## src/logic/sltx_pkg.sv

```systemverilog
// Shared constants and types for the serial link transmit control registers
`default_nettype none
package sltx_pkg;
   // Wishbone geometry: printed offsets are register indices, byte = 4 * index
   localparam int ADR_W = 12;
   localparam int IDX_W = 10;
   localparam int DAT_W = 32;
   localparam int REG_W = 8;
   localparam int LANES = 8;
   localparam int LCNT_W = 4;

   // Register indices
   localparam logic [IDX_W-1:0] IDX_LINK_EN = 10'h200;
   localparam logic [IDX_W-1:0] IDX_SW_SYNC = 10'h203;
   localparam logic [IDX_W-1:0] IDX_CTRL = 10'h204;
   localparam logic [IDX_W-1:0] IDX_TEST = 10'h205;
   localparam logic [IDX_W-1:0] IDX_DID = 10'h206;
   localparam logic [IDX_W-1:0] IDX_STATUS = 10'h20f;

   // Reset values
   localparam logic [REG_W-1:0] RST_LINK_EN = 8'h01;
   localparam logic [REG_W-1:0] RST_SW_SYNC = 8'h01;
   localparam logic [REG_W-1:0] RST_CTRL = 8'h03;
   localparam logic [REG_W-1:0] RST_TEST = 8'h00;
   localparam logic [REG_W-1:0] RST_DID = 8'h00;

   // Field positions
   localparam int CTRL_SCR_BIT = 0;
   localparam int CTRL_FMT_BIT = 1;
   localparam int CTRL_SYNC_LSB = 2;
   localparam int CTRL_ALT_BIT = 4;
   localparam int CTRL_W = 5;
   localparam int TEST_W = 5;
   localparam int STAT_SYNC_BIT = 0;
   localparam int STAT_RST_BIT = 1;

   // Sync source selector values
   localparam logic [1:0] SYNC_SRC_DEDICATED = 2'h0;
   localparam logic [1:0] SYNC_SRC_TIMESTAMP = 2'h1;
   localparam logic [1:0] SYNC_SRC_SOFTWARE = 2'h2;

   // First lane used by the upper lane map
   localparam int ALT_LANE_BASE = 4;

   // Test pattern selector codes
   localparam logic [TEST_W-1:0] TP_NORMAL = 5'h00;
   localparam logic [TEST_W-1:0] TP_PRBS7 = 5'h01;
   localparam logic [TEST_W-1:0] TP_PRBS15 = 5'h02;
   localparam logic [TEST_W-1:0] TP_PRBS23 = 5'h03;
   localparam logic [TEST_W-1:0] TP_RAMP = 5'h04;
   localparam logic [TEST_W-1:0] TP_TRANSPORT = 5'h05;
   localparam logic [TEST_W-1:0] TP_D21_5 = 5'h06;
   localparam logic [TEST_W-1:0] TP_K28_5 = 5'h07;
   localparam logic [TEST_W-1:0] TP_ILA_RPT = 5'h08;
   localparam logic [TEST_W-1:0] TP_RPAT = 5'h09;
   localparam logic [TEST_W-1:0] TP_HOLD_LOW = 5'h0a;
   localparam logic [TEST_W-1:0] TP_HOLD_HIGH = 5'h0b;
   localparam logic [TEST_W-1:0] TP_PRBS9 = 5'h0d;
   localparam logic [TEST_W-1:0] TP_PRBS31 = 5'h0e;
   localparam logic [TEST_W-1:0] TP_CLOCK = 5'h0f;
   localparam logic [TEST_W-1:0] TP_K28_7 = 5'h10;

   // PRBS polynomial orders and clock pattern word
   localparam logic [4:0] PRBS_ORD_7 = 5'h07;
   localparam logic [4:0] PRBS_ORD_9 = 5'h09;
   localparam logic [4:0] PRBS_ORD_15 = 5'h0f;
   localparam logic [4:0] PRBS_ORD_23 = 5'h17;
   localparam logic [4:0] PRBS_ORD_31 = 5'h1f;
   localparam logic [15:0] CLOCK_WORD = 16'h00ff;

   typedef enum logic [3:0] {
      PAT_NORMAL, PAT_PRBS, PAT_RAMP, PAT_TRANSPORT, PAT_D21_5,
      PAT_K28_5, PAT_K28_7, PAT_ILA_RPT, PAT_RPAT, PAT_HOLD_LOW,
      PAT_HOLD_HIGH, PAT_CLOCK
   } sltx_pat_e;

   // Decoded test pattern request for the lane generators
   typedef struct packed {
      sltx_pat_e kind;
      logic [4:0] prbs_order;
      logic [15:0] clock_word;
      logic reserved_code;
      logic needs_8b10b;
   } sltx_test_s;

   // Static link configuration seen by transport and link layers
   typedef struct packed {
      logic link_reset;
      logic serdes_power_down;
      logic clock_gate;
      logic mf_counter_hold;
      logic sample_twos_comp;
      logic scramble_en;
      logic [LANES-1:0] lane_mask;
      logic [REG_W-1:0] device_id;
   } sltx_link_s;
endpackage
`default_nettype wire

```

## src/logic/sltx_ctrl_regs.sv

```systemverilog
// Serial link transmit control registers on a classic Wishbone slave
//
// Overview of operation
// - Software sync bit resets to one; zero asserts sync request until set.
// - Software sync request works with every sync source selection.
// - Low selected pin keeps request; software alone releases with source 2 or reserved 3, or timestamp source with receiver off.
// - Lower lane map, the reset state, uses lanes 0 to count minus one.
// - Upper lane map uses lanes 4 to 4 plus count minus one.
// - Sync source: 0 dedicated input, 1 timestamp input with receiver, 2 software.
// - Sample format bit: zero offset binary, one (reset) two's complement.
// - Scrambler bit, reset one, enables 8B/10B scrambling; only 8B/10B modes.
// - 64B/66B modes always scramble and ignore the scrambler bit.
// - Test codes 1, 2, 3 give PRBS7, PRBS15, PRBS23; zero is normal.
// - Test codes 13 and 14 give PRBS9 and PRBS31.
// - Codes 4-9 and 16: ramp, transport, D21.5, K28.5, ILA, RPAT, K28.7.
// - Code 10 holds lanes low, 11 high, 15 sends clock word 0x00FF.
// - Device identifier register goes into second multiframe of lane alignment.
// - Link enable low holds link in reset, serdes down, clocks gated, counter held.
//
// The Wishbone register port was chosen for this implementation.
`default_nettype none
module sltx_ctrl_regs
   import sltx_pkg::*;
#(
   parameter int NUM_LANES = LANES
)
(
   input wire logic sys_clk_i,
   input wire logic reset_i,
   input wire logic wb_cyc_i,
   input wire logic wb_stb_i,
   input wire logic wb_we_i,
   input wire logic [ADR_W-1:0] wb_adr_i,
   input wire logic [3:0] wb_sel_i,
   input wire logic [DAT_W-1:0] wb_dat_i,
   output logic [DAT_W-1:0] wb_dat_o,
   output logic wb_ack_o,
   input wire logic dedicated_sync_n_i,
   input wire logic timestamp_sync_n_i,
   input wire logic timestamp_receiver_enable_i,
   input wire logic mode_is_64b66b_i,
   input wire logic [LCNT_W-1:0] lane_count_i,
   output logic sync_request_n_o,
   output sltx_link_s link_cfg_o,
   output sltx_test_s test_cfg_o
);

   // Lane mask for a lane count, optionally shifted to the upper lanes
   function automatic logic [LANES-1:0] lane_mask_f(
      input logic [LCNT_W-1:0] cnt,
      input logic upper
   );
      logic [LANES-1:0] m;
      m = '0;
      for (int i = 0; i < NUM_LANES; i++) begin
         if (upper) begin
            m[i] = (i >= ALT_LANE_BASE) && (i - ALT_LANE_BASE < int'(cnt));
         end else begin
            m[i] = i < int'(cnt);
         end
      end
      return m;
   endfunction

   ////////////////////////////////////////////////////////////////////////////
   // Register state
   logic link_enable_r;
   logic sw_sync_request_n_r;
   logic [CTRL_W-1:0] link_control_r;
   logic [TEST_W-1:0] test_pattern_sel_r;
   logic [REG_W-1:0] link_device_identifier_r;
   logic ack_r;
   logic [DAT_W-1:0] rd_data_r;

   ////////////////////////////////////////////////////////////////////////////
   // Bus decode; one access is taken per request, ack follows one cycle later
   wire logic [IDX_W-1:0] idx = wb_adr_i[ADR_W-1:2];
   wire logic req = wb_cyc_i && wb_stb_i && !ack_r;
   wire logic wr = req && wb_we_i && wb_sel_i[0];
   wire logic [REG_W-1:0] wbyte = wb_dat_i[REG_W-1:0];
   wire logic wr_en = wr && idx == IDX_LINK_EN;
   wire logic wr_sync = wr && idx == IDX_SW_SYNC;
   wire logic wr_ctrl = wr && idx == IDX_CTRL;
   wire logic wr_test = wr && idx == IDX_TEST;
   wire logic wr_did = wr && idx == IDX_DID;

   // Named control fields
   wire logic scrambler_enable = link_control_r[CTRL_SCR_BIT];
   wire logic sample_format_sel = link_control_r[CTRL_FMT_BIT];
   wire logic [1:0] sync_src = link_control_r[CTRL_SYNC_LSB +: 2];
   wire logic upper_lane_map_sel = link_control_r[CTRL_ALT_BIT];

   ////////////////////////////////////////////////////////////////////////////
   // Sync source selection; reserved value 3 behaves like software only
   wire logic pin_sync_n =
      (sync_src == SYNC_SRC_DEDICATED) ? dedicated_sync_n_i :
      (sync_src == SYNC_SRC_TIMESTAMP) ?
         (timestamp_sync_n_i || !timestamp_receiver_enable_i) :
      1'b1;
   // Either source low asserts the request, so a stuck pin wins
   wire logic sync_n_nxt = pin_sync_n && sw_sync_request_n_r;

   ////////////////////////////////////////////////////////////////////////////
   // Link configuration; a disabled link keeps every lane dark
   sltx_link_s link_nxt;
   always_comb begin
      link_nxt = '0;
      link_nxt.link_reset = !link_enable_r;
      link_nxt.serdes_power_down = !link_enable_r;
      link_nxt.clock_gate = !link_enable_r;
      link_nxt.mf_counter_hold = !link_enable_r;
      link_nxt.sample_twos_comp = sample_format_sel;
      link_nxt.scramble_en = mode_is_64b66b_i || scrambler_enable;
      link_nxt.lane_mask = link_enable_r ?
         lane_mask_f(lane_count_i, upper_lane_map_sel) : '0;
      link_nxt.device_id = link_device_identifier_r;
   end

   ////////////////////////////////////////////////////////////////////////////
   // Read mux; unmapped indices read as zero, reserved bits as zero
   wire logic [REG_W-1:0] rd_byte =
      (idx == IDX_LINK_EN) ? {7'h00, link_enable_r} :
      (idx == IDX_SW_SYNC) ? {7'h00, sw_sync_request_n_r} :
      (idx == IDX_CTRL) ? {3'h0, link_control_r} :
      (idx == IDX_TEST) ? {3'h0, test_pattern_sel_r} :
      (idx == IDX_DID) ? link_device_identifier_r :
      (idx == IDX_STATUS) ?
         {6'h00, link_cfg_o.link_reset, sync_request_n_o} :
      8'h00;

   ////////////////////////////////////////////////////////////////////////////
   // Bus handshake and read data
   always_ff @(posedge sys_clk_i or posedge reset_i) begin
      if (reset_i) begin
         ack_r <= 1'b0;
         rd_data_r <= '0;
      end else begin
         ack_r <= req;
         if (req) begin
            rd_data_r <= {24'h000000, rd_byte};
         end
      end
   end

   // Software registers; only the field bits are stored
   always_ff @(posedge sys_clk_i or posedge reset_i) begin
      if (reset_i) begin
         link_enable_r <= RST_LINK_EN[0];
         sw_sync_request_n_r <= RST_SW_SYNC[0];
         link_control_r <= RST_CTRL[CTRL_W-1:0];
         test_pattern_sel_r <= RST_TEST[TEST_W-1:0];
         link_device_identifier_r <= RST_DID;
      end else begin
         if (wr_en) link_enable_r <= wbyte[0];
         if (wr_sync) sw_sync_request_n_r <= wbyte[0];
         if (wr_ctrl) link_control_r <= wbyte[CTRL_W-1:0];
         if (wr_test) test_pattern_sel_r <= wbyte[TEST_W-1:0];
         if (wr_did) link_device_identifier_r <= wbyte;
      end
   end

   // Outputs straight from flip-flops
   always_ff @(posedge sys_clk_i or posedge reset_i) begin
      if (reset_i) begin
         sync_request_n_o <= 1'b1;
         link_cfg_o <= '0;
      end else begin
         sync_request_n_o <= sync_n_nxt;
         link_cfg_o <= link_nxt;
      end
   end

   assign wb_ack_o = ack_r;
   assign wb_dat_o = rd_data_r;

   ////////////////////////////////////////////////////////////////////////////
   // Test pattern decoding
   sltx_test_decode u_test_decode (
      .sys_clk_i(sys_clk_i),
      .reset_i(reset_i),
      .code_i(test_pattern_sel_r),
      .test_o(test_cfg_o)
   );
endmodule
`default_nettype wire

```

## src/logic/sltx_test_decode.sv

```systemverilog
// Test pattern selector decoder with registered result
`default_nettype none
module sltx_test_decode
   import sltx_pkg::*;
(
   input wire logic sys_clk_i,
   input wire logic reset_i,
   input wire logic [TEST_W-1:0] code_i,
   output sltx_test_s test_o
);

   ////////////////////////////////////////////////////////////////////////////
   // Decode; reserved codes fall back to normal traffic so the lanes stay sane
   sltx_test_s dec;
   always_comb begin
      dec = '0;
      dec.kind = PAT_NORMAL;
      dec.clock_word = CLOCK_WORD;
      case (code_i)
         TP_NORMAL: dec.kind = PAT_NORMAL;
         TP_PRBS7: begin
            dec.kind = PAT_PRBS;
            dec.prbs_order = PRBS_ORD_7;
         end
         TP_PRBS15: begin
            dec.kind = PAT_PRBS;
            dec.prbs_order = PRBS_ORD_15;
         end
         TP_PRBS23: begin
            dec.kind = PAT_PRBS;
            dec.prbs_order = PRBS_ORD_23;
         end
         TP_PRBS9: begin
            dec.kind = PAT_PRBS;
            dec.prbs_order = PRBS_ORD_9;
         end
         TP_PRBS31: begin
            dec.kind = PAT_PRBS;
            dec.prbs_order = PRBS_ORD_31;
         end
         TP_RAMP: dec.kind = PAT_RAMP;
         TP_TRANSPORT: dec.kind = PAT_TRANSPORT;
         TP_D21_5: dec.kind = PAT_D21_5;
         TP_K28_5: begin
            dec.kind = PAT_K28_5;
            dec.needs_8b10b = 1'b1;
         end
         TP_K28_7: begin
            dec.kind = PAT_K28_7;
            dec.needs_8b10b = 1'b1;
         end
         TP_ILA_RPT: begin
            dec.kind = PAT_ILA_RPT;
            dec.needs_8b10b = 1'b1;
         end
         TP_RPAT: begin
            dec.kind = PAT_RPAT;
            dec.needs_8b10b = 1'b1;
         end
         TP_HOLD_LOW: dec.kind = PAT_HOLD_LOW;
         TP_HOLD_HIGH: dec.kind = PAT_HOLD_HIGH;
         TP_CLOCK: dec.kind = PAT_CLOCK;
         default: dec.reserved_code = 1'b1;
      endcase
   end

   ////////////////////////////////////////////////////////////////////////////
   // Registered so the output comes straight from a flip-flop
   always_ff @(posedge sys_clk_i or posedge reset_i) begin
      if (reset_i) begin
         test_o <= '0;
      end else begin
         test_o <= dec;
      end
   end
endmodule
`default_nettype wire

```

## config.mk

```make
export PLATFORM = sky130hd
export DESIGN_NAME = sltx_ctrl_regs
export DESIGN_NICKNAME = d
export VERILOG_FILES = /design/src/logic/sltx_pkg.sv /design/src/logic/sltx_ctrl_regs.sv /design/src/logic/sltx_test_decode.sv
export SDC_FILE = /design/constraint.sdc
export NUM_CORES = 1
export LEC_CHECK = 0
export ABC_CLOCK_PERIOD_IN_PS = 2040
export BUFFER_PORTS_ARGS = -buffer_cell sky130_fd_sc_hd__buf_4
export CORE_MARGIN = 3
export CORE_UTILIZATION = 34
export CTS_CLUSTER_DIAMETER = 120
export DETAILED_ROUTE_END_ITERATION = 12
export HOLD_SLACK_MARGIN = 0.15
export PLACE_DENSITY_LB_ADDON = 0.12
export RECOVER_POWER = 100
export SLEW_MARGIN = 20
export SYNTH_ARGS = -nofsm -noshare
export SYNTH_HDL_FRONTEND = slang
export SYNTH_SLANG_ARGS = --single-unit
```

## constraint.sdc

```tcl
create_clock -name sys_clk_i -period 2.04 [get_ports sys_clk_i]
set_clock_uncertainty 0.2 [all_clocks]
set_input_delay 0.204 -clock sys_clk_i [delete_from_list [all_inputs] [get_ports sys_clk_i]]
set_output_delay 0.204 -clock sys_clk_i [all_outputs]
set_load 0.01 [all_outputs]
```

==> results of run 1 <==
## flip-flops by register name (all words and copies together), names as in the netlist
| register | cells |
|---|---|
| wb_dat_o | 8 |
| link_cfg_o | 19 |
| link_enable_r | 1 |
| link_device_identifier_r | 8 |
| sync_request_n_o | 1 |
| u_test_decode.test_o | 11 |
| wb_ack_o | 1 |
| sw_sync_request_n_r | 1 |
| link_control_r | 5 |
| test_pattern_sel_r | 5 |
## metrics by stage
step                      std cells  TNS (ns)  utilization (%)
after CTS                       482         0             50.7
after global routing            483     -1.93             48.2
after floorplan                 289    -0.671                -
final                           483         0             48.2
after detailed placement        437    -0.239             44.1
after global placement          437    -0.299             44.1
## cell usage after synthesis, types with 2 or more instances
| master | count |
|---|---|
| sky130_fd_sc_hd__buf_4 | 43 |
| sky130_fd_sc_hd__nand2b_1 | 3 |
| sky130_fd_sc_hd__or4_4 | 2 |
| sky130_fd_sc_hd__nand2_1 | 17 |
| sky130_fd_sc_hd__o31ai_1 | 4 |
| sky130_fd_sc_hd__a211oi_1 | 3 |
| sky130_fd_sc_hd__dfrtp_1 | 55 |
| sky130_fd_sc_hd__dfstp_2 | 5 |
| sky130_fd_sc_hd__o21ai_0 | 6 |
| sky130_fd_sc_hd__mux2_2 | 15 |
| sky130_fd_sc_hd__nor2b_1 | 5 |
| sky130_fd_sc_hd__nor2_1 | 24 |
| sky130_fd_sc_hd__nand4b_1 | 2 |
| sky130_fd_sc_hd__o2bb2ai_1 | 2 |
| sky130_fd_sc_hd__mux2_4 | 5 |
| sky130_fd_sc_hd__or2_2 | 3 |
| sky130_fd_sc_hd__nor4_1 | 2 |
| sky130_fd_sc_hd__nand4_1 | 2 |
| sky130_fd_sc_hd__conb_1 | 2 |
| sky130_fd_sc_hd__nor3_1 | 3 |
| sky130_fd_sc_hd__a22oi_1 | 3 |
| sky130_fd_sc_hd__o21a_1 | 2 |
| sky130_fd_sc_hd__nand3_1 | 2 |
| sky130_fd_sc_hd__inv_1 | 8 |
| sky130_fd_sc_hd__maj3_1 | 3 |
| sky130_fd_sc_hd__a21oi_1 | 8 |
| sky130_fd_sc_hd__a22o_1 | 3 |
| sky130_fd_sc_hd__clkbuf_1 | 7 |
| sky130_fd_sc_hd__o22ai_1 | 3 |
## worst reg2reg max path, delay by kind of cell, from the launching register on
family / cells / cell delay, ns
and+or+nand+nor: 3 / 0.88
DFF: 1 / 0.38
muxes: 1 / 0.32
buffers and inverters: 1 / 0.12
## cell families after synthesis
logic type	after synthesis	synth area share, %
AO/OA/AOI/OAI	39	9.24
adder cells (fa/ha/maj)	3	1.05
buffers and inverters	59	13.7
flip-flops	60	52.8
multiplexers	20	8.54
other	2	0.263
AND/OR/NAND/NOR	75	14.5
## routing by layer
| layer | vias up | GRT usage (%) |
|---|---|---|
| met5 | - | 0 |
| met4 | 0 | 4.58 |
| met3 | 6 | 6.60 |
| met2 | 93 | 23.0 |
| met1 | 1057 | 17.3 |
| li1 | 1049 | - |
## power groups by stage
stage          Sequential (uW)  Combinational (uW)  Clock [uW]
2_1_floorplan             1220                 143           0
3_3_place_gp              1220                 197           0
3_5_place_dp              1220                 198           0
4_1_cts                   1200                 240        1280
5_1_grt                   1200                 254        1340
6_report                  1200                 229        1240
## area by class of cell
type | count | area (um^2) | area share, %
sequential | 60 | 1510 | 39.4
multi-input combinational | 170 | 1090 | 28.4
timing repair buffer | 127 | 835 | 21.8
clock buffer | 13 | 169 | 4.42
tap | 102 | 128 | 3.34
clock inverter | 3 | 67.6 | 1.77
inverter | 8 | 30.0 | 0.786
## path summary, 6_finish.rpt
check | slack, ns | end | cells past startpoint
max | 0.01 | test_pattern_sel_r[3]$_DFFE_PP0P_ | 7
min | 0.20 | link_cfg_o[5]$_DFF_PP0_ | 0
max reg2reg | 0.03 | test_pattern_sel_r[3]$_DFFE_PP0P_ | 5
min reg2reg | 0.20 | link_cfg_o[5]$_DFF_PP0_ | 0
max in group asynchronous | 0.25 | link_device_identifier_r[7]$_DFFE_PP0P_ | 4
min in group asynchronous | 0.31 | u_test_decode.test_o[26]$_DFF_PP0_ | 3
## what timing repair did
item,4_1_cts,5_1_grt
pin swaps,1,2
cloned,0,0
setup buffers,2,1
hold endpoints to repair,91,0
endpoints found under the setup margin,13,16
resized for setup,1,3
hold buffers,27,0
==> impl_metrics.toml, run 1 <==
[floorplan]
die_w_um = 97.7
die_area_mm2 = 0.00954
floorplan.io_pins = 144
placeableCoreArea_mm2 = 0.00793
initial_utilization_pct = 36.0
floorplan.die.height_um = 97.7
placement_rows = 32

[power_and_ir_drop]
power.clock.fraction_pct = 46.5
power_leakage_uw = 0.00184
power.share.switching_pct = 21.7
power.internal_uw = 2090
design_power_total_uw = 2670
vdd.ir_drop.worst_mv = 0.488
share_seq_of_total_power_pct = 45.0
power_density_mw_per_mm2 = 698
combPwrFrac_pct = 8.6
switchingPower_uw = 579

[yosys]
synth.top_cells.by_area = "sky130_fd_sc_hd__dfrtp_1 48%, sky130_fd_sc_hd__buf_4 11%, sky130_fd_sc_hd__mux2_2 5.9%"
synth-edff-count = 0
synth.yosys.seq_area_share_pct = 52.8
postSynthCellCount = 258
ys_warn_count = 0
synth_top_area_share_pct = 48.2
mappedNetlistArea_mm2 = 0.00286
yosys_register_bits = 60
yosysUniqueCellTypes = 45
synth.avg_cell_area_um2 = 11.1
synth-main-ff-cell = "sky130_fd_sc_hd__dfrtp_1"
async_s_r_ff_share_synth_pct = 100
synth_top_cell_by_area = "sky130_fd_sc_hd__dfrtp_1"

[detailed_routing]
via_per_inst = 4.57
drt_pre_antenna_iters = 4
routed_wire_length_per_instance_um = 13.7
drtAntennaViolNets = 0
detail_route.iter0.violations = 63
met2_wirelength_um = 3230
top_signal_layer_used = "met4"
wl_um = 6610
total_met3_wirelength_after_detailed_routing_um = 591
detail_route.wirelength.met1_um = 2720
detailroute.via_count = 2205
remaining_drc_errors = 0

[worst_setup_path]
critical_path.startpoint_type = "input port"
critical_path.slowest_cell = "sky130_fd_sc_hd__or4_4"
crit_fanout = 5
cp.required_ns = 2.06
critical_path_arrival_ns = 2.05
critical_path.n_buffers_inverters = 3
timing.critical_path.from = "wb_cyc_i"
cp_cell_sequence = "buf_4, dlygate4sd3_1, nand3b_1, inv_1, nand3_2, or4_4, mux2_4"
path_class = "in2reg"
critical_path.top_delay_family = "simple AND/OR/NAND/NOR gates"
kind_of_capture_point_of_the_worst_setup_path = "flop"
worst_r2r_startpoint = "wb_ack_o$_DFF_PP0_"
crit_path_max_incr_delay_ns = 0.56

[worst_hold_path]
holdCritStartpoint = "link_device_identifier_r[5]$_DFFE_PP0P_"
min_path_type = "reg2reg"

[grt]
first_global_vias = 2222
grt_max_degree = 45
track_usage_pct = 14.4
number_of_antenna_violations_at_the_first_check_in_global_routing = 0
grt-ovfl-total = 0
grt_first_pass_wirelength_um = 11000

[run]
max_cap_viol_count = 0

[final_layout]
nets = 437
final_cell_mix = "55 x sky130_fd_sc_hd__dfrtp_1, 54 x sky130_fd_sc_hd__clkbuf_1, 43 x sky130_fd_sc_hd__buf_4"
final_cell_area_mm2 = 0.00382
antenna_cells_inserted = 0
post_route_cells_drive_above_1_share_pct = 24.9
num-fill-cells = 796
area_delta_synth_final_pct = 33.8
most_common_cell_after_layout_fill_and_taps_aside = "sky130_fd_sc_hd__dfrtp_1"

[place]
place_area_mm2 = 0.00349
io_buffers = 82
place_congestion = 0.826
dpl.hpwl_um = 4560
dpl_worst_slack_ns = -0.0519

[sta]
holdWs_ns = 0.200
tightest_slew_ns = 0.617
timing.final.crit_period_ns = 2.03
finalSetupViolCount = 0
final.period_utilization_pct = 99.3
grt_setup_unrepaired = "true"
timing.final.max_slew_violations = 0
report.final.hold_viol_count = 0
final_critical_path_setup_slack_ns = 0.0143
achievable-frequency_mhz = 494
timing.max_slew.rel_slack_pct = 58.8

[clocking]
numCtsBuffers = 9
htreeDepth = 3
tritoncts = "yes"
cts.path.max_buffers = 2
clock_sink_count = 60
clk_transition_reported_paths_ns = 0.07
root_buffer = "sky130_fd_sc_hd__clkbuf_8"
insertion_delay_ns = 0.34

[outcome]
outcome = "complete, no violations"
No activity file was read; power rests on OpenSTA's default activity.
==> inputs of run 2 (changes only) <==
Settings changed: CORE_UTILIZATION 34 to 41.
==> impl_metrics.toml, run 2 (synthesized netlist as in run 1, its figures left out) <==
[floorplan]
placeableCoreArea_mm2 = 0.00657
placement_rows = 29
die_w_um = 89.5
floorplan.die.height_um = 89.5
initial_utilization_pct = 43.5
floorplan.io_pins = 144
die_area_mm2 = 0.00801

[grt]
grt_first_pass_wirelength_um = 9840
track_usage_pct = 16.3
grt-ovfl-total = 0
first_global_vias = 2056
grt_max_degree = 44
number_of_antenna_violations_at_the_first_check_in_global_routing = 0

[place]
dpl.hpwl_um = 4450
place_congestion = 0.854
place_area_mm2 = 0.00348
io_buffers = 82

[sta]
final.period_utilization_pct = 100
timing.final.crit_period_ns = 2.05
report.final.hold_viol_count = 0
tightest_slew_ns = 0.637
achievable-frequency_mhz = 489
finalSetupViolCount = 5
grt_setup_unrepaired = "true"
timing.max_slew.rel_slack_pct = 57.5
final_critical_path_setup_slack_ns = -0.00571
timing.final.max_slew_violations = 0

[clocking]
clk_transition_reported_paths_ns = 0.07
cts.path.max_buffers = 2
root_buffer = "sky130_fd_sc_hd__clkbuf_8"
numCtsBuffers = 9
tritoncts = "yes"
insertion_delay_ns = 0.33
clock_sink_count = 60
htreeDepth = 3

[detailed_routing]
remaining_drc_errors = 0
wl_um = 6320
drt_pre_antenna_iters = 4
routed_wire_length_per_instance_um = 13.5
drtAntennaViolNets = 0
detail_route.iter0.violations = 73
detailroute.via_count = 2151
via_per_inst = 4.60

[worst_setup_path]
critical_path_arrival_ns = 2.05
reg2reg_slack_ns = -0.006
critical_path.startpoint_type = "flop"
path_class = "reg2reg"
kind_of_capture_point_of_the_worst_setup_path = "flop"
cp.required_ns = 2.05
crit_fanout = 5

[final_layout]
most_common_cell_after_layout_fill_and_taps_aside = "sky130_fd_sc_hd__dfrtp_1"
largest_register_ff_count = 19
final_cell_mix = "55 x sky130_fd_sc_hd__dfrtp_1, 51 x sky130_fd_sc_hd__clkbuf_1, 44 x sky130_fd_sc_hd__buf_4"
largest_register = "link_cfg_o"
largestRegisters = "link_cfg_o x19, u_test_decode.test_o x11"
area_delta_synth_final_pct = 29.4
post_route_cells_drive_above_1_share_pct = 26.7
antenna_cells_inserted = 0
final_cell_area_mm2 = 0.00370
nets = 431
utilization_pct = 56.3
num-fill-cells = 635

[outcome]
violations_in_the_final_reports = "setup timing"
outcome = "finished with violations"

[power_and_ir_drop]
power_leakage_uw = 0.00180
power_density_mw_per_mm2 = 632
vdd.ir_drop.worst_mv = 0.338

[worst_hold_path]
min_path_type = "in2reg"

[run]
max_cap_viol_count = 0
[run 2: cell types whose count changed in the layout (fill, tap and decap cells not counted), sizes merged]
cell         previous run  this run
clkbuf                 69        64
dlygate4sd3            27        22
clkinv                  0         4
buf                    44        46
bufinv                  2         0
[run 2: metrics by stage]
| step | cells | total power [uW] | setup WS, ns | setup TNS [ns] | hold slack (ns) |
|---|---|---|---|---|---|
| after global placement | 429 | 1410 | 0.0248 | 0 | 0.0170 |
| final | 468 | 2340 | -0.00571 | -0.0144 | 0.161 |
| after CTS | 467 | 2370 | 0.0157 | 0 | 0.151 |
| after floorplan | 289 | 1370 | -0.0839 | -0.671 | 0.113 |
| after global routing | 468 | 2440 | -0.0484 | -1.07 | 0.176 |
| after detailed placement | 429 | 1420 | 0.00888 | 0 | 0.0177 |
[run 2: area by class of cell]
class,count,area [um^2],area share (%)
Clock buffer,11,141,3.82
Clock inverter,5,27.5,0.744
Inverter,8,30.0,0.812
Multi-Input combinational cell,170,1090,29.5
Sequential cell,60,1510,40.8
Tap cell,93,116,3.15
Timing Repair Buffer,121,783,21.2
[run 2: timing repair]
item	in CTS	in global routing
hold endpoints to repair	88	0
cloned	0	0
gates resized for setup	1	5
hold buffers	22	0
setup buffers	0	1
setup endpoints to repair	5	13
pin swaps	1	0
[run 2: layer usage]
metal	up-vias	track usage (%)	wire [um]
li1	1035	-	-
met1	1018	20.0	2560
met2	89	26.9	3160
met3	9	5.71	508
met4	0	5.55	96
met5	-	0	0
[run 2: worst max-delay path: stages, from the launching register on]
cell and delay (ns):
sky130_fd_sc_hd__dfrtp_1 0.39, sky130_fd_sc_hd__nand3b_1 0.21, sky130_fd_sc_hd__or4_4 0.45, sky130_fd_sc_hd__nor3_4 0.19, sky130_fd_sc_hd__buf_6 0.17, sky130_fd_sc_hd__mux2_2 0.33
[run 2: report_power, final]
| group | internal, uW | switching [uW] | total (uW) |
|---|---|---|---|
| clock | 465 | 453 | 919 |
| sequential | 1200 | 3.85 | 1200 |
| combinational | 97.7 | 121 | 219 |
[run 2: final timing paths]
kind,depth (start not counted),to,from
min in group asynchronous,3,link_cfg_o[10]$_DFF_PP0_,reset_i
min reg2reg,0,link_cfg_o[5]$_DFF_PP0_,link_device_identifier_r[5]$_DFFE_PP0P_
min,4,wb_dat_o[1]$_DFFE_PP0P_,wb_adr_i[2]
max,5,link_device_identifier_r[2]$_DFFE_PP0P_,wb_ack_o$_DFF_PP0_
max reg2reg,5,link_device_identifier_r[2]$_DFFE_PP0P_,wb_ack_o$_DFF_PP0_
max in group asynchronous,4,link_device_identifier_r[5]$_DFFE_PP0P_,reset_i
==> inputs of run 3 (changes only) <==
Settings changed: RECOVER_POWER 100 to not set.
==> impl_metrics.toml, run 3 (synthesized netlist as in run 1, its figures left out) <==
[outcome]
outcome = "finished with violations"
violations_in_the_final_reports = "setup timing"

[sta]
grt_setup_unrepaired = "true"
timing.final.max_slew_violations = 0
final_critical_path_setup_slack_ns = -0.00338
achievable-frequency_mhz = 489
report.final.hold_viol_count = 0
timing.final.crit_period_ns = 2.04
final.period_utilization_pct = 100
finalSetupViolCount = 4

[final_layout]
largest_register = "link_cfg_o"
largestRegisters = "link_cfg_o x19, u_test_decode.test_o x11"
stdcell_count = 468
area_delta_synth_final_pct = 36.4
num-fill-cells = 582
antenna_cells_inserted = 0
largest_register_ff_count = 19
most_common_cell_after_layout_fill_and_taps_aside = "sky130_fd_sc_hd__buf_4"
final_cell_mix = "96 x sky130_fd_sc_hd__buf_4, 55 x sky130_fd_sc_hd__dfrtp_1, 33 x sky130_fd_sc_hd__conb_1"
post_route_cells_drive_above_1_share_pct = 40.3
nets = 431

[detailed_routing]
drtAntennaViolNets = 0
routed_wire_length_per_instance_um = 13.4
remaining_drc_errors = 0
detail_route.iter0.violations = 58
via_per_inst = 4.60
wl_um = 6290
drt_pre_antenna_iters = 5
detailroute.via_count = 2155

[floorplan]
die_w_um = 89.5
die_area_mm2 = 0.00801
initial_utilization_pct = 43.5
floorplan.die.height_um = 89.5
placeableCoreArea_mm2 = 0.00657
floorplan.io_pins = 144
placement_rows = 29

[grt]
number_of_antenna_violations_at_the_first_check_in_global_routing = 0
grt-ovfl-total = 0
first_global_vias = 2056
track_usage_pct = 16.3
grt_first_pass_wirelength_um = 9840
grt_max_degree = 44

[worst_setup_path]
kind_of_capture_point_of_the_worst_setup_path = "flop"
path_class = "reg2reg"
critical_path_arrival_ns = 2.05
crit_fanout = 5
cp.required_ns = 2.05
critical_path.startpoint_type = "flop"

[power_and_ir_drop]
power_leakage_uw = 0.00200
share_seq_of_total_power_pct = 51.1
switchingPower_uw = 576
vdd.ir_drop.worst_mv = 0.339
power_density_mw_per_mm2 = 602
power.internal_uw = 1770
power.clock.fraction_pct = 39.0
power.share.switching_pct = 24.6
combPwrFrac_pct = 9.9

[place]
dpl.hpwl_um = 4450
dpl.cell_count = 429
io_buffers = 82
dpl_worst_slack_ns = 0.00888
place_congestion = 0.854

[clocking]
clock_sink_count = 60
cts.path.max_buffers = 2
insertion_delay_ns = 0.32
numCtsBuffers = 9
clk_transition_reported_paths_ns = 0.07
tritoncts = "yes"
htreeDepth = 3
root_buffer = "sky130_fd_sc_hd__clkbuf_8"

[run]
max_cap_viol_count = 0

[worst_hold_path]
min_path_type = "in2reg"
## run 3: cell types whose count changed in the layout (fill, tap and decap cells not counted), sizes merged
cell,delta
clkbuf,-53
buf,+53
## run 3: worst max-delay path, stage by stage, from the launching register on
cell and delay (ns):
sky130_fd_sc_hd__dfrtp_1 0.39, sky130_fd_sc_hd__nand3b_1 0.21, sky130_fd_sc_hd__or4_4 0.45, sky130_fd_sc_hd__nor3_4 0.19, sky130_fd_sc_hd__buf_6 0.17, sky130_fd_sc_hd__mux2_2 0.33
## run 3: layout make-up
cell class	instances	area, um^2	area share [%]
Clock buffer	11	141	3.63
Clock inverter	5	27.5	0.706
Timing Repair Buffer	121	983	25.2
Multi-Input combinational cell	170	1090	28.0
Sequential cell	60	1510	38.7
Inverter	8	30.0	0.770
Tap cell	93	116	2.98
## run 3: path summary, 6_finish.rpt
check / start / to / slack, ns / cells past startpoint
max: wb_ack_o$_DFF_PP0_ / link_device_identifier_r[2]$_DFFE_PP0P_ / -0.003 / 5
min: wb_adr_i[2] / wb_dat_o[1]$_DFFE_PP0P_ / 0.16 / 4
max in group asynchronous: reset_i / sw_sync_request_n_r$_DFFE_PP1P_ / 0.79 / 4
min reg2reg: link_device_identifier_r[5]$_DFFE_PP0P_ / link_cfg_o[5]$_DFF_PP0_ / 0.19 / 0
min in group asynchronous: reset_i / link_cfg_o[15]$_DFF_PP0_ / 0.23 / 3
max reg2reg: wb_ack_o$_DFF_PP0_ / link_device_identifier_r[2]$_DFFE_PP0P_ / -0.003 / 5
## run 3: power by group through the flow
stage                     clock network, uW  registers, uW  logic [uW]
after floorplan                           0           1220         143
after global routing                    995           1200         260
after global placement                    0           1220         193
after CTS                               942           1200         228
final                                   916           1200         232
after detailed placement                  0           1220         195
## run 3: what timing repair did
action / 4_1_cts / 5_1_grt
hold buffers: 22 / 0
setup endpoints to repair: 5 / 13
setup buffers: 0 / 1
pin swaps: 1 / 0
hold endpoints to repair: 88 / 0
gates resized for setup: 1 / 5
## run 3: layer usage
metal | global-route usage [%] | up-vias | part of all wire (%)
li1 | - | 1035 | -
met1 | 20.0 | 1014 | 41
met2 | 26.9 | 97 | 50
met3 | 5.71 | 9 | 7.9
met4 | 5.55 | 0 | 1.5
met5 | 0 | - | 0
## run 3: through the flow
step                total power [uW]  TNS (ns)  area, um^2  hold slack, ns  utilization, %
global placement                1410         0        3480          0.0170            53.0
detailed placement              1420         0        3480          0.0177            53.0
CTS                             2370         0        3870           0.151            58.9
finish                          2350  -0.00511        3900           0.161            59.4
floorplan                       1370    -0.671        2980           0.113               -
global route                    2450    -0.402        3900           0.176            59.4
